### config.mk
export PLATFORM = sky130hd
export DESIGN_NAME = flash_ram_startup_restore
export DESIGN_NICKNAME = d
export VERILOG_FILES = /design/src/hdl/frsr_pkg.sv /design/src/hdl/copy_ctl_if.sv /design/src/hdl/image_copy_engine.sv /design/src/hdl/blink_divider.sv /design/src/hdl/flash_ram_startup_restore.sv
export SDC_FILE = /design/constraint.sdc
export NUM_CORES = 1
export LEC_CHECK = 0
export BUFFER_PORTS_ARGS = -buffer_cell sky130_fd_sc_hd__buf_2
export CELL_PAD_IN_SITES_DETAIL_PLACEMENT = 1
export CELL_PAD_IN_SITES_GLOBAL_PLACEMENT = 1
export CORE_MARGIN = 1.5
export CORE_UTILIZATION = 35
export CTS_CLUSTER_SIZE = 24
export DETAILED_ROUTE_END_ITERATION = 8
export PLACE_DENSITY_LB_ADDON = 0.1
export SYNTH_ARGS = -nofsm -noshare
export SYNTH_HDL_FRONTEND = slang
export SYNTH_SLANG_ARGS = --single-unit
export TNS_END_PERCENT = 30
### constraint.sdc
create_clock -name aclk -period 2.36 [get_ports aclk]
set_clock_uncertainty 0.15 [all_clocks]
set_input_delay 0.472 -clock aclk [delete_from_list [all_inputs] [get_ports aclk]]
set_output_delay 0.472 -clock aclk [all_outputs]
set_load 0.01 [all_outputs]
### src/hdl/frsr_pkg.sv
// Constants and types for the startup, backup and restore block
// Contract
// - Flash-boot on: load flash into RAM, then cold
// - Cold start clears working memory; only start after reload
// - Flash-boot: hot start command still accepted, no reload
// - Flash-boot off: run from RAM, hot or cold
// - Save to flash halts unit operation meanwhile
// - Empty flash still overwrites RAM at startup
// - Corruption: status item FFFF, host word bit 04
// - Database error: only system block accessible
// - Battery low: blink indicator, set item, log 0330
package frsr_pkg;
  // Timing
  localparam int CLK_PERIOD_NS     = 20;
  localparam int BLINK_HALF_NS     = 500_000_000;
  localparam int BLINK_HALF_CYCLES = BLINK_HALF_NS / CLK_PERIOD_NS;
  // Sizes
  localparam int ADDR_W      = 6;
  localparam int MEM_AW      = 16;
  localparam int IMAGE_WORDS = 1024;
  localparam int BLOCK_W     = 10;
  localparam int IRQ_W       = 3;
  // Register byte offsets
  localparam logic [5:0] OFF_CTRL       = 6'h00;
  localparam logic [5:0] OFF_CMD        = 6'h04;
  localparam logic [5:0] OFF_STATUS     = 6'h08;
  localparam logic [5:0] OFF_DB_ITEM    = 6'h0C;
  localparam logic [5:0] OFF_HOST_WORD  = 6'h10;
  localparam logic [5:0] OFF_BATT_ITEM  = 6'h14;
  localparam logic [5:0] OFF_LOG        = 6'h18;
  localparam logic [5:0] OFF_IRQ_STATUS = 6'h1C;
  localparam logic [5:0] OFF_IRQ_MASK   = 6'h20;
  // Field positions
  localparam int CTRL_HOT  = 0;
  localparam int CMD_SAVE  = 0;
  localparam int CMD_HOT   = 1;
  localparam int CMD_COLD  = 2;
  localparam int CMD_RINIT = 3;
  localparam int STS_RUN   = 0;
  localparam int STS_BOOT  = 1;
  localparam int STS_BUSY  = 2;
  localparam int STS_DBERR = 3;
  localparam int IRQ_DB    = 0;
  localparam int IRQ_BATT  = 1;
  localparam int IRQ_COPY  = 2;
  localparam int HOST_DB_BIT = 4;
  // Values
  localparam logic         RESET_STARTUP_HOT = 1'b1;
  localparam logic [15:0]  DB_ITEM_BAD  = 16'hFFFF;
  localparam logic [15:0]  DB_ITEM_OK   = 16'h0000;
  localparam logic [15:0]  LOG_BATTERY  = 16'h0330;
  localparam logic [9:0]   SYSTEM_BLOCK = 10'h000;
  localparam logic [1:0]   RESP_OKAY    = 2'h0;
  localparam logic [1:0]   RESP_DECERR  = 2'h3;
  // Startup sequencer states
  typedef enum logic [1:0] {ST_BOOT, ST_LOAD, ST_RUN, ST_SAVE} start_state_t;
endpackage

### src/hdl/copy_ctl_if.sv
// Request bundle between the startup sequencer and the copy engine
`timescale 1ns/1ps
interface copy_ctl_if;
  logic start;    // One-cycle request for a whole-image copy
  logic to_flash; // Direction: RAM into flash when high
  logic busy;     // Copy in progress
  logic done;     // One-cycle pulse at the end of a copy
  modport engine    (input start, input to_flash, output busy, output done);
  modport sequencer (output start, output to_flash, input busy, input done);
endinterface // copy_ctl_if

### src/hdl/image_copy_engine.sv
// Word-by-word copier between flash and battery-backed RAM
`timescale 1ns/1ps
module image_copy_engine #(
  parameter int WORDS = frsr_pkg::IMAGE_WORDS,
  parameter int AW    = frsr_pkg::MEM_AW
) (
  input  wire logic          aclk,
  input  wire logic          aresetn,
  copy_ctl_if.engine         ctl,
  output logic               flash_req,
  output logic               flash_we,
  output logic [AW-1:0]      flash_addr,
  output logic [31:0]        flash_wdata,
  input  wire logic [31:0]   flash_rdata,
  input  wire logic          flash_ack,
  output logic               ram_req,
  output logic               ram_we,
  output logic [AW-1:0]      ram_addr,
  output logic [31:0]        ram_wdata,
  input  wire logic [31:0]   ram_rdata,
  input  wire logic          ram_ack
);
  typedef enum logic [1:0] {PH_IDLE, PH_READ, PH_WRITE} phase_t;
  typedef struct packed {
    phase_t          ph;       // Copy phase
    logic            to_flash; // Latched direction
    logic [AW-1:0]   addr;     // Word index, same on both sides
    logic [31:0]     data;     // Word in flight
    logic            done;     // End pulse
  } eng_t;
  eng_t        q;
  eng_t        next_q;
  logic        src_ack;
  logic [31:0] src_rdata;
  logic        dst_ack;

  // Source and sink follow the latched direction
  assign src_ack   = q.to_flash ? ram_ack : flash_ack;
  assign src_rdata = q.to_flash ? ram_rdata : flash_rdata;
  assign dst_ack   = q.to_flash ? flash_ack : ram_ack;

  // Every word is copied; no check for a blank image, so a load always overwrites RAM
  always_comb begin
    next_q      = q;
    next_q.done = 1'b0;
    case (q.ph)
      PH_IDLE: begin
        if (ctl.start) begin
          next_q.ph       = PH_READ;
          next_q.to_flash = ctl.to_flash;
          next_q.addr     = '0;
        end
      end
      PH_READ: begin
        if (src_ack) begin
          next_q.data = src_rdata;
          next_q.ph   = PH_WRITE;
        end
      end
      PH_WRITE: begin
        if (dst_ack && q.addr == AW'(WORDS - 1)) begin
          next_q.ph   = PH_IDLE;
          next_q.done = 1'b1;
        end else if (dst_ack) begin
          next_q.addr = q.addr + 1'b1;
          next_q.ph   = PH_READ;
        end
      end
      default: next_q.ph = PH_IDLE;
    endcase
  end

  // State register
  always_ff @(posedge aclk) begin
    if (!aresetn) q <= '0;
    else q <= next_q;
  end

  // Requests held until acknowledged
  assign flash_req   = (q.ph == PH_READ && !q.to_flash) || (q.ph == PH_WRITE && q.to_flash);
  assign ram_req     = (q.ph == PH_READ && q.to_flash) || (q.ph == PH_WRITE && !q.to_flash);
  assign flash_we    = q.to_flash;
  assign ram_we      = !q.to_flash;
  assign flash_addr  = q.addr;
  assign ram_addr    = q.addr;
  assign flash_wdata = q.data;
  assign ram_wdata   = q.data;
  assign ctl.busy    = q.ph != PH_IDLE;
  assign ctl.done    = q.done;
endmodule // image_copy_engine

### src/hdl/blink_divider.sv
// Half-period divider that blinks a lamp while enabled
`timescale 1ns/1ps
module blink_divider #(
  parameter int HALF_CYCLES = frsr_pkg::BLINK_HALF_CYCLES
) (
  input  wire logic aclk,
  input  wire logic aresetn,
  input  wire logic enable,
  output logic      blink
);
  typedef struct packed {
    logic [31:0] count; // Cycles into the half period
    logic        lamp;  // Lamp level
  } blink_t;
  blink_t q;
  blink_t next_q;

  // Lamp dark and counter cleared whenever disabled
  always_comb begin
    next_q = q;
    if (!enable) begin
      next_q = '0;
    end else if (q.count == 32'(HALF_CYCLES - 1)) begin
      next_q.count = '0;
      next_q.lamp  = !q.lamp;
    end else begin
      next_q.count = q.count + 32'h1;
    end
  end

  // State register
  always_ff @(posedge aclk) begin
    if (!aresetn) q <= '0;
    else q <= next_q;
  end

  assign blink = q.lamp;
endmodule // blink_divider

### src/hdl/flash_ram_startup_restore.sv
// Startup sequencer, flash backup, database and battery supervision
`timescale 1ns/1ps
module flash_ram_startup_restore #(
  parameter int BLINK_HALF_CYCLES = frsr_pkg::BLINK_HALF_CYCLES,
  parameter int IMAGE_WORDS       = frsr_pkg::IMAGE_WORDS,
  parameter int MEM_AW            = frsr_pkg::MEM_AW
) (
  input  wire logic                         aclk,
  input  wire logic                         aresetn,
  // AXI4-Lite slave
  input  wire logic [frsr_pkg::ADDR_W-1:0]  awaddr,
  input  wire logic                         awvalid,
  output logic                              awready,
  input  wire logic [31:0]                  wdata,
  input  wire logic [3:0]                   wstrb,
  input  wire logic                         wvalid,
  output logic                              wready,
  output logic [1:0]                        bresp,
  output logic                              bvalid,
  input  wire logic                         bready,
  input  wire logic [frsr_pkg::ADDR_W-1:0]  araddr,
  input  wire logic                         arvalid,
  output logic                              arready,
  output logic [31:0]                       rdata,
  output logic [1:0]                        rresp,
  output logic                              rvalid,
  input  wire logic                         rready,
  // Straps and monitors
  input  wire logic                         flash_boot_switch,
  input  wire logic                         battery_low,
  input  wire logic                         db_corrupt,
  // Function block access arbitration
  input  wire logic                         fb_req,
  input  wire logic [frsr_pkg::BLOCK_W-1:0] fb_block,
  output logic                              fb_grant,
  output logic                              fb_refuse,
  // Operation control
  output logic                              unit_run,
  output logic                              cold_start,
  output logic                              hot_start,
  // Status items and indicators
  output logic [15:0]                       database_status_item,
  output logic [15:0]                       host_status_word,
  output logic                              battery_error_item,
  output logic                              battery_error_indicator,
  output logic                              irq,
  // Flash memory port
  output logic                              flash_req,
  output logic                              flash_we,
  output logic [MEM_AW-1:0]                 flash_addr,
  output logic [31:0]                       flash_wdata,
  input  wire logic [31:0]                  flash_rdata,
  input  wire logic                         flash_ack,
  // Battery-backed RAM port
  output logic                              ram_req,
  output logic                              ram_we,
  output logic [MEM_AW-1:0]                 ram_addr,
  output logic [31:0]                       ram_wdata,
  input  wire logic [31:0]                  ram_rdata,
  input  wire logic                         ram_ack
);
  typedef struct packed {
    frsr_pkg::start_state_t      st;          // Sequencer state
    logic                        boot_flash;  // Strap caught at startup
    logic                        startup_hot; // Start type without flash-boot
    logic                        db_error;    // Database corrupted
    logic                        batt_item;   // Battery error item
    logic                        batt_prev;   // Previous battery level
    logic [15:0]                 log_code;    // Last error log code
    logic [7:0]                  log_count;   // Log entries stored
    logic [frsr_pkg::IRQ_W-1:0]  irq_status;  // Sticky events
    logic [frsr_pkg::IRQ_W-1:0]  irq_mask;    // Event enables
    logic                        aw_full;     // Write address held
    logic [frsr_pkg::ADDR_W-1:0] aw_addr;
    logic                        w_full;      // Write data held
    logic [31:0]                 w_data;
    logic [3:0]                  w_strb;
    logic                        bvalid;
    logic [1:0]                  bresp;
    logic                        rvalid;
    logic [1:0]                  rresp;
    logic [31:0]                 rdata;
    logic                        copy_start;  // Pulse to the engine
    logic                        copy_to_flash;
    logic                        cold_pulse;
    logic                        hot_pulse;
  } top_t;

  top_t                        q;
  top_t                        next_q;
  logic                        wr_fire;     // Both write halves present
  logic [31:0]                 wmask;       // Byte lanes as bit mask
  logic [31:0]                 wd;          // Masked write data
  logic [31:0]                 rd;          // Read word being built
  logic [1:0]                  rd_resp;
  logic                        cmd_save;
  logic                        cmd_hot;
  logic                        cmd_cold;
  logic                        cmd_rinit;
  logic [frsr_pkg::IRQ_W-1:0]  irq_clr;
  logic [frsr_pkg::IRQ_W-1:0]  irq_set;
  logic                        batt_event;

  copy_ctl_if copy_ctl ();

  // Whole-image copier
  image_copy_engine #(
    .WORDS (IMAGE_WORDS),
    .AW    (MEM_AW)
  ) u_copy (
    .aclk        (aclk),
    .aresetn     (aresetn),
    .ctl         (copy_ctl.engine),
    .flash_req   (flash_req),
    .flash_we    (flash_we),
    .flash_addr  (flash_addr),
    .flash_wdata (flash_wdata),
    .flash_rdata (flash_rdata),
    .flash_ack   (flash_ack),
    .ram_req     (ram_req),
    .ram_we      (ram_we),
    .ram_addr    (ram_addr),
    .ram_wdata   (ram_wdata),
    .ram_rdata   (ram_rdata),
    .ram_ack     (ram_ack)
  );

  // Battery lamp blinks while the item is set
  blink_divider #(
    .HALF_CYCLES (BLINK_HALF_CYCLES)
  ) u_blink (
    .aclk    (aclk),
    .aresetn (aresetn),
    .enable  (q.batt_item),
    .blink   (battery_error_indicator)
  );

  assign copy_ctl.start    = q.copy_start;
  assign copy_ctl.to_flash = q.copy_to_flash;

  // Write byte lanes
  assign wmask = {{8{q.w_strb[3]}}, {8{q.w_strb[2]}}, {8{q.w_strb[1]}}, {8{q.w_strb[0]}}};
  assign wd    = q.w_data & wmask;
  assign wr_fire = q.aw_full && q.w_full && !q.bvalid;

  // Read word decode
  always_comb begin
    rd      = '0;
    rd_resp = frsr_pkg::RESP_OKAY;
    case (araddr)
      frsr_pkg::OFF_CTRL:       rd[frsr_pkg::CTRL_HOT] = q.startup_hot;
      frsr_pkg::OFF_CMD:        rd = '0; // Commands read back as zero
      frsr_pkg::OFF_STATUS: begin
        rd[frsr_pkg::STS_RUN]   = q.st == frsr_pkg::ST_RUN;
        rd[frsr_pkg::STS_BOOT]  = q.boot_flash;
        rd[frsr_pkg::STS_BUSY]  = copy_ctl.busy;
        rd[frsr_pkg::STS_DBERR] = q.db_error;
      end
      frsr_pkg::OFF_DB_ITEM:    rd[15:0] = database_status_item;
      frsr_pkg::OFF_HOST_WORD:  rd[15:0] = host_status_word;
      frsr_pkg::OFF_BATT_ITEM:  rd[0] = q.batt_item;
      frsr_pkg::OFF_LOG:        rd = {8'h00, q.log_count, q.log_code};
      frsr_pkg::OFF_IRQ_STATUS: rd[frsr_pkg::IRQ_W-1:0] = q.irq_status;
      frsr_pkg::OFF_IRQ_MASK:   rd[frsr_pkg::IRQ_W-1:0] = q.irq_mask;
      default:                  rd_resp = frsr_pkg::RESP_DECERR; // Unmapped
    endcase
  end

  // Write decode: command pulses and clears
  always_comb begin
    cmd_save  = 1'b0;
    cmd_hot   = 1'b0;
    cmd_cold  = 1'b0;
    cmd_rinit = 1'b0;
    irq_clr   = '0;
    if (wr_fire && q.aw_addr == frsr_pkg::OFF_CMD) begin
      cmd_save  = wd[frsr_pkg::CMD_SAVE];
      cmd_hot   = wd[frsr_pkg::CMD_HOT];
      cmd_cold  = wd[frsr_pkg::CMD_COLD];
      cmd_rinit = wd[frsr_pkg::CMD_RINIT];
    end
    if (wr_fire && q.aw_addr == frsr_pkg::OFF_IRQ_STATUS) begin
      irq_clr = wd[frsr_pkg::IRQ_W-1:0];
    end
  end

  // Hardware events
  assign batt_event = battery_low && !q.batt_prev;
  always_comb begin
    irq_set                     = '0;
    irq_set[frsr_pkg::IRQ_DB]   = db_corrupt;
    irq_set[frsr_pkg::IRQ_BATT] = batt_event;
    irq_set[frsr_pkg::IRQ_COPY] = copy_ctl.done;
  end

  // Next-state logic for the whole block
  always_comb begin
    next_q            = q;
    next_q.copy_start = 1'b0;
    next_q.cold_pulse = 1'b0;
    next_q.hot_pulse  = 1'b0;

    // Write address and data channels, taken in either order
    if (awvalid && !q.aw_full) begin
      next_q.aw_full = 1'b1;
      next_q.aw_addr = awaddr;
    end
    if (wvalid && !q.w_full) begin
      next_q.w_full = 1'b1;
      next_q.w_data = wdata;
      next_q.w_strb = wstrb;
    end
    if (wr_fire) begin
      next_q.aw_full = 1'b0;
      next_q.w_full  = 1'b0;
      next_q.bvalid  = 1'b1;
      next_q.bresp   = frsr_pkg::RESP_OKAY;
      case (q.aw_addr)
        frsr_pkg::OFF_CTRL: begin
          if (q.w_strb[0]) next_q.startup_hot = q.w_data[frsr_pkg::CTRL_HOT];
        end
        frsr_pkg::OFF_IRQ_MASK: begin
          if (q.w_strb[0]) next_q.irq_mask = q.w_data[frsr_pkg::IRQ_W-1:0];
        end
        frsr_pkg::OFF_CMD,
        frsr_pkg::OFF_IRQ_STATUS: next_q.bresp = frsr_pkg::RESP_OKAY;
        // Read-only items accept and ignore writes
        frsr_pkg::OFF_STATUS,
        frsr_pkg::OFF_DB_ITEM,
        frsr_pkg::OFF_HOST_WORD,
        frsr_pkg::OFF_BATT_ITEM,
        frsr_pkg::OFF_LOG: next_q.bresp = frsr_pkg::RESP_OKAY;
        default: next_q.bresp = frsr_pkg::RESP_DECERR;
      endcase
    end
    if (q.bvalid && bready) next_q.bvalid = 1'b0;

    // Read channel: one outstanding read
    if (arvalid && !q.rvalid) begin
      next_q.rvalid = 1'b1;
      next_q.rdata  = rd;
      next_q.rresp  = rd_resp;
    end else if (q.rvalid && rready) begin
      next_q.rvalid = 1'b0;
    end

    // Sticky events; a set in the clearing cycle wins
    next_q.irq_status = (q.irq_status & ~irq_clr) | irq_set;

    // Database error held until the reinit command
    next_q.db_error = (q.db_error && !cmd_rinit) || db_corrupt;

    // Battery supervision and error log
    next_q.batt_prev = battery_low;
    next_q.batt_item = battery_low;
    if (batt_event) begin
      next_q.log_code  = frsr_pkg::LOG_BATTERY;
      next_q.log_count = q.log_count + 8'h01;
    end

    // Startup and backup sequencer
    case (q.st)
      frsr_pkg::ST_BOOT: begin
        // Strap is caught here, after reset has released
        next_q.boot_flash = flash_boot_switch;
        if (flash_boot_switch) begin
          next_q.copy_start    = 1'b1;
          next_q.copy_to_flash = 1'b0;
          next_q.st            = frsr_pkg::ST_LOAD;
        end else begin
          // Existing RAM kept; start type from control
          next_q.hot_pulse  = q.startup_hot;
          next_q.cold_pulse = !q.startup_hot;
          next_q.st         = frsr_pkg::ST_RUN;
        end
      end
      frsr_pkg::ST_LOAD: begin
        // After a reload only a cold start is possible
        if (copy_ctl.done) begin
          next_q.cold_pulse = 1'b1;
          next_q.st         = frsr_pkg::ST_RUN;
        end
      end
      frsr_pkg::ST_RUN: begin
        // Save has priority over restart commands
        if (cmd_save) begin
          next_q.copy_start    = 1'b1;
          next_q.copy_to_flash = 1'b1;
          next_q.st            = frsr_pkg::ST_SAVE;
        end else if (cmd_cold) begin
          next_q.cold_pulse = 1'b1;
        end else if (cmd_hot) begin
          // No reload, even in flash-boot mode
          next_q.hot_pulse = 1'b1;
        end
      end
      frsr_pkg::ST_SAVE: begin
        // Operation resumes with its memory intact
        if (copy_ctl.done) begin
          next_q.hot_pulse = 1'b1;
          next_q.st        = frsr_pkg::ST_RUN;
        end
      end
      default: next_q.st = frsr_pkg::ST_BOOT;
    endcase
  end

  // State register; reset values are constants only
  always_ff @(posedge aclk) begin
    if (!aresetn) begin
      q             <= '0;
      q.st          <= frsr_pkg::ST_BOOT;
      q.startup_hot <= frsr_pkg::RESET_STARTUP_HOT;
    end else begin
      q <= next_q;
    end
  end

  // Bus outputs
  assign awready = !q.aw_full;
  assign wready  = !q.w_full;
  assign bvalid  = q.bvalid;
  assign bresp   = q.bresp;
  assign arready = !q.rvalid;
  assign rvalid  = q.rvalid;
  assign rdata   = q.rdata;
  assign rresp   = q.rresp;

  // Operation control; halted while a copy runs
  assign unit_run   = q.st == frsr_pkg::ST_RUN;
  assign cold_start = q.cold_pulse;
  assign hot_start  = q.hot_pulse;

  // Status items
  assign database_status_item = q.db_error ? frsr_pkg::DB_ITEM_BAD
                                           : frsr_pkg::DB_ITEM_OK;
  assign host_status_word     = 16'(q.db_error) << frsr_pkg::HOST_DB_BIT;
  assign battery_error_item   = q.batt_item;

  // Lockout: only the system block while the database is bad
  assign fb_grant  = fb_req && (!q.db_error || fb_block == frsr_pkg::SYSTEM_BLOCK);
  assign fb_refuse = fb_req && !fb_grant;

  // Level interrupt from unmasked sticky events
  assign irq = |(q.irq_status & q.irq_mask);
endmodule // flash_ram_startup_restore

==> out/metrics.cfg <==
[run_status]
status=completed

[detailed_routing]
drtPass1Iterations=6
drtIter0Drc=168
vias=6219
routedWlPerCell_um=15.2
ant_nets=0
routed_wl_um=19700
via_per_inst=4.79
drc=0

[place]
place_area_um2=8130
gp_congestion=0.757
port_buffers=261
post-place-ws_ps=176
dp_hpwl_um=14800
dp_cells=1265

[worst_setup_path]
r2r_end=u_blink.q[23]$_SDFF_PP0_
reg2reg_slack_ps=140
start_kind=flop
crit_end=flash_req
crit_path_end_kind=output port
reg2reg_from=u_blink.q[11]$_SDFF_PP0_
arrival_ps=1610
r2r_cells=6
worstSetupPathType=reg -> out
required_ps=1740
critPathMaxFanout=10
startpoint=u_copy.q[51]$_SDFFE_PN0P_

[finish]
final_cells=1297
final_util_pct=41.1
mostFrequentLayoutCells=buf_2 (261), dfxtp_1 (141), nor2_1 (137)
area_delta_synth_final_pct=14.5
n_antenna_cell=0
drive_gt1_share_pct=33.0
final_common_cell=buf_2
design_area_um2=8660
nNetsFinal=1147

[cts]
cts_resized=0
cts_tree=built
cts_root_buf=clkbuf_16
cts_inserted_buffers=17
clk_pin_slew_ps=60
cts_setup_buffers=0
clkLatencyLatePin_ps=430
htree_levels=4
cts.sinks=142
ctsHoldBuffers=0
cts_buffer_depth=2

[grt]
grt_max_degree=66
antenna_found_initial=1
grtUsageTotal_pct=17.8
grt_pass1_vias=6091
grt_pass1_wl_um=31500
overflow=0

[logic_synthesis]
ys_ff_latch=142
synth-async-reset-ratio_pct=0
synth_edf_count=0
synth-seq-area-share_pct=37.6
synth_cell_types=60
postSynthAreaPerCell_um2=8.59
synth_flop_cell=dfxtp_1
synth_cells=881
syn_area_um2=7570
ys_warn_count=0

[floorplanning]
core_area_um2=21100
die_h_um=150
io_pins=316
start_util_pct=35.9
dieArea_um2=22500
core.rowCount=53
die_width_um=150

[timing]
period_needed_ps=2230
fmax_mhz=449
maxSlewViolCount=0
rsz0062_at_grt=false
final.period_utilization_pct=94.4
fin_setup_tns_ps=0
max-slew-margin-rel_pct=53.1
layout_setup_ws_ps=131
report.final.hold_viol_count=0
hold_slack_ps=81.7
worstMarginPinSlew_ps=698
setup_viol=0

[worst_hold_path]
hp-class=in -> reg

[pwr]
p_per_area_nw_per_um2=645
total_leakage_power_nw=3.77
ir_worst_vdd_mv=0.527
p_total_mw=5.59

[run]
cap_violations=0

-- final cells by class --
class                      count  area [um^2]
fill                        2593        12400
multi-input combinational    542         3320
sequential                   142         2840
timing repair buffer         290         1560
clock buffer                  17          425
tap                          275          344
clock inverter                15          113
inverter                      16         60.1
-- layer usage --
layer  track usage [%]  part of all wire (%)  up-vias
li1                  -                     -     3095
met1              21.7                    45     2924
met2              30.9                    49      179
met3              3.63                   5.1       19
met4              5.98                   1.5        2
met5                 0                 0.035        -
-- critical path, stage by stage, from the launching register on --
cell	delay [ps]
dfxtp_1	550
nand2b_1	170
buf_4	190
mux2i_1	130
buf_2	150
-- report_power, final --
group          leakage (nW)  internal [mW]  switching [mW]
logic                  2.37          0.251           0.327
registers              1.15           2.47          0.0722
clock network         0.249           1.35            1.11
total                  3.77           4.08            1.51
-- cell families (layout without fill, tap and decap cells) --
group                      after synthesis  after routing  synth area share (%)
adders and majority gates                3              3                 0.496
and+or+nand+nor                        315            315                  20.4
AOI/OAI and AO/OA                       99             99                  8.96
xor gates and xnor gates                49             49                  5.67
muxes                                   53             53                  7.03
DFF                                    142            142                  37.6
buffers and inverters                  219            338                  19.8
other                                    1             23                0.0496
-- worst min-delay path by stage --
stage                                        from  depth (start not counted)                      end  slack, ps
after CTS                                  rready                          2      rvalid$_SDFFE_PN0P_         60
after global routing                       rready                          2      rvalid$_SDFFE_PN0P_         70
final                                      rready                          2      rvalid$_SDFFE_PN0P_         80
after global placement      rdata[3]$_SDFFE_PN0P_                          2    rdata[3]$_SDFFE_PN0P_        290
after floorplan           u_blink.q[1]$_SDFF_PP0_                          1  u_blink.q[1]$_SDFF_PP0_        280
after detailed placement    rdata[3]$_SDFFE_PN0P_                          2    rdata[3]$_SDFFE_PN0P_        300
-- flip-flops by register name (all words and copies together), names as in the netlist, 2 cells and up --
register / flops
q: 33
rdata: 15
u_blink.q: 32
u_copy.flash_addr: 16
u_copy.flash_wdata: 32
u_copy.q: 2
-- cell usage after synthesis (all sizes together), types with 9 or more instances --
cell type / instances / area, um^2
buf: 173 / 1310
dfxtp: 142 / 2840
nor2: 138 / 518
mux2i: 52 / 521
nand2: 36 / 135
xor2: 36 / 315
nand3: 35 / 175
a211oi: 34 / 255
clkbuf: 30 / 123
nand4: 21 / 131
a21oi: 19 / 95.1
inv: 16 / 60.1
nor4: 15 / 106
xnor2: 13 / 114
nor3: 11 / 55.1
o21ai: 11 / 55.1
a22oi: 9 / 67.6
and3: 9 / 56.3
nor2b: 9 / 56.3
(Power assumes the default switching activity.)
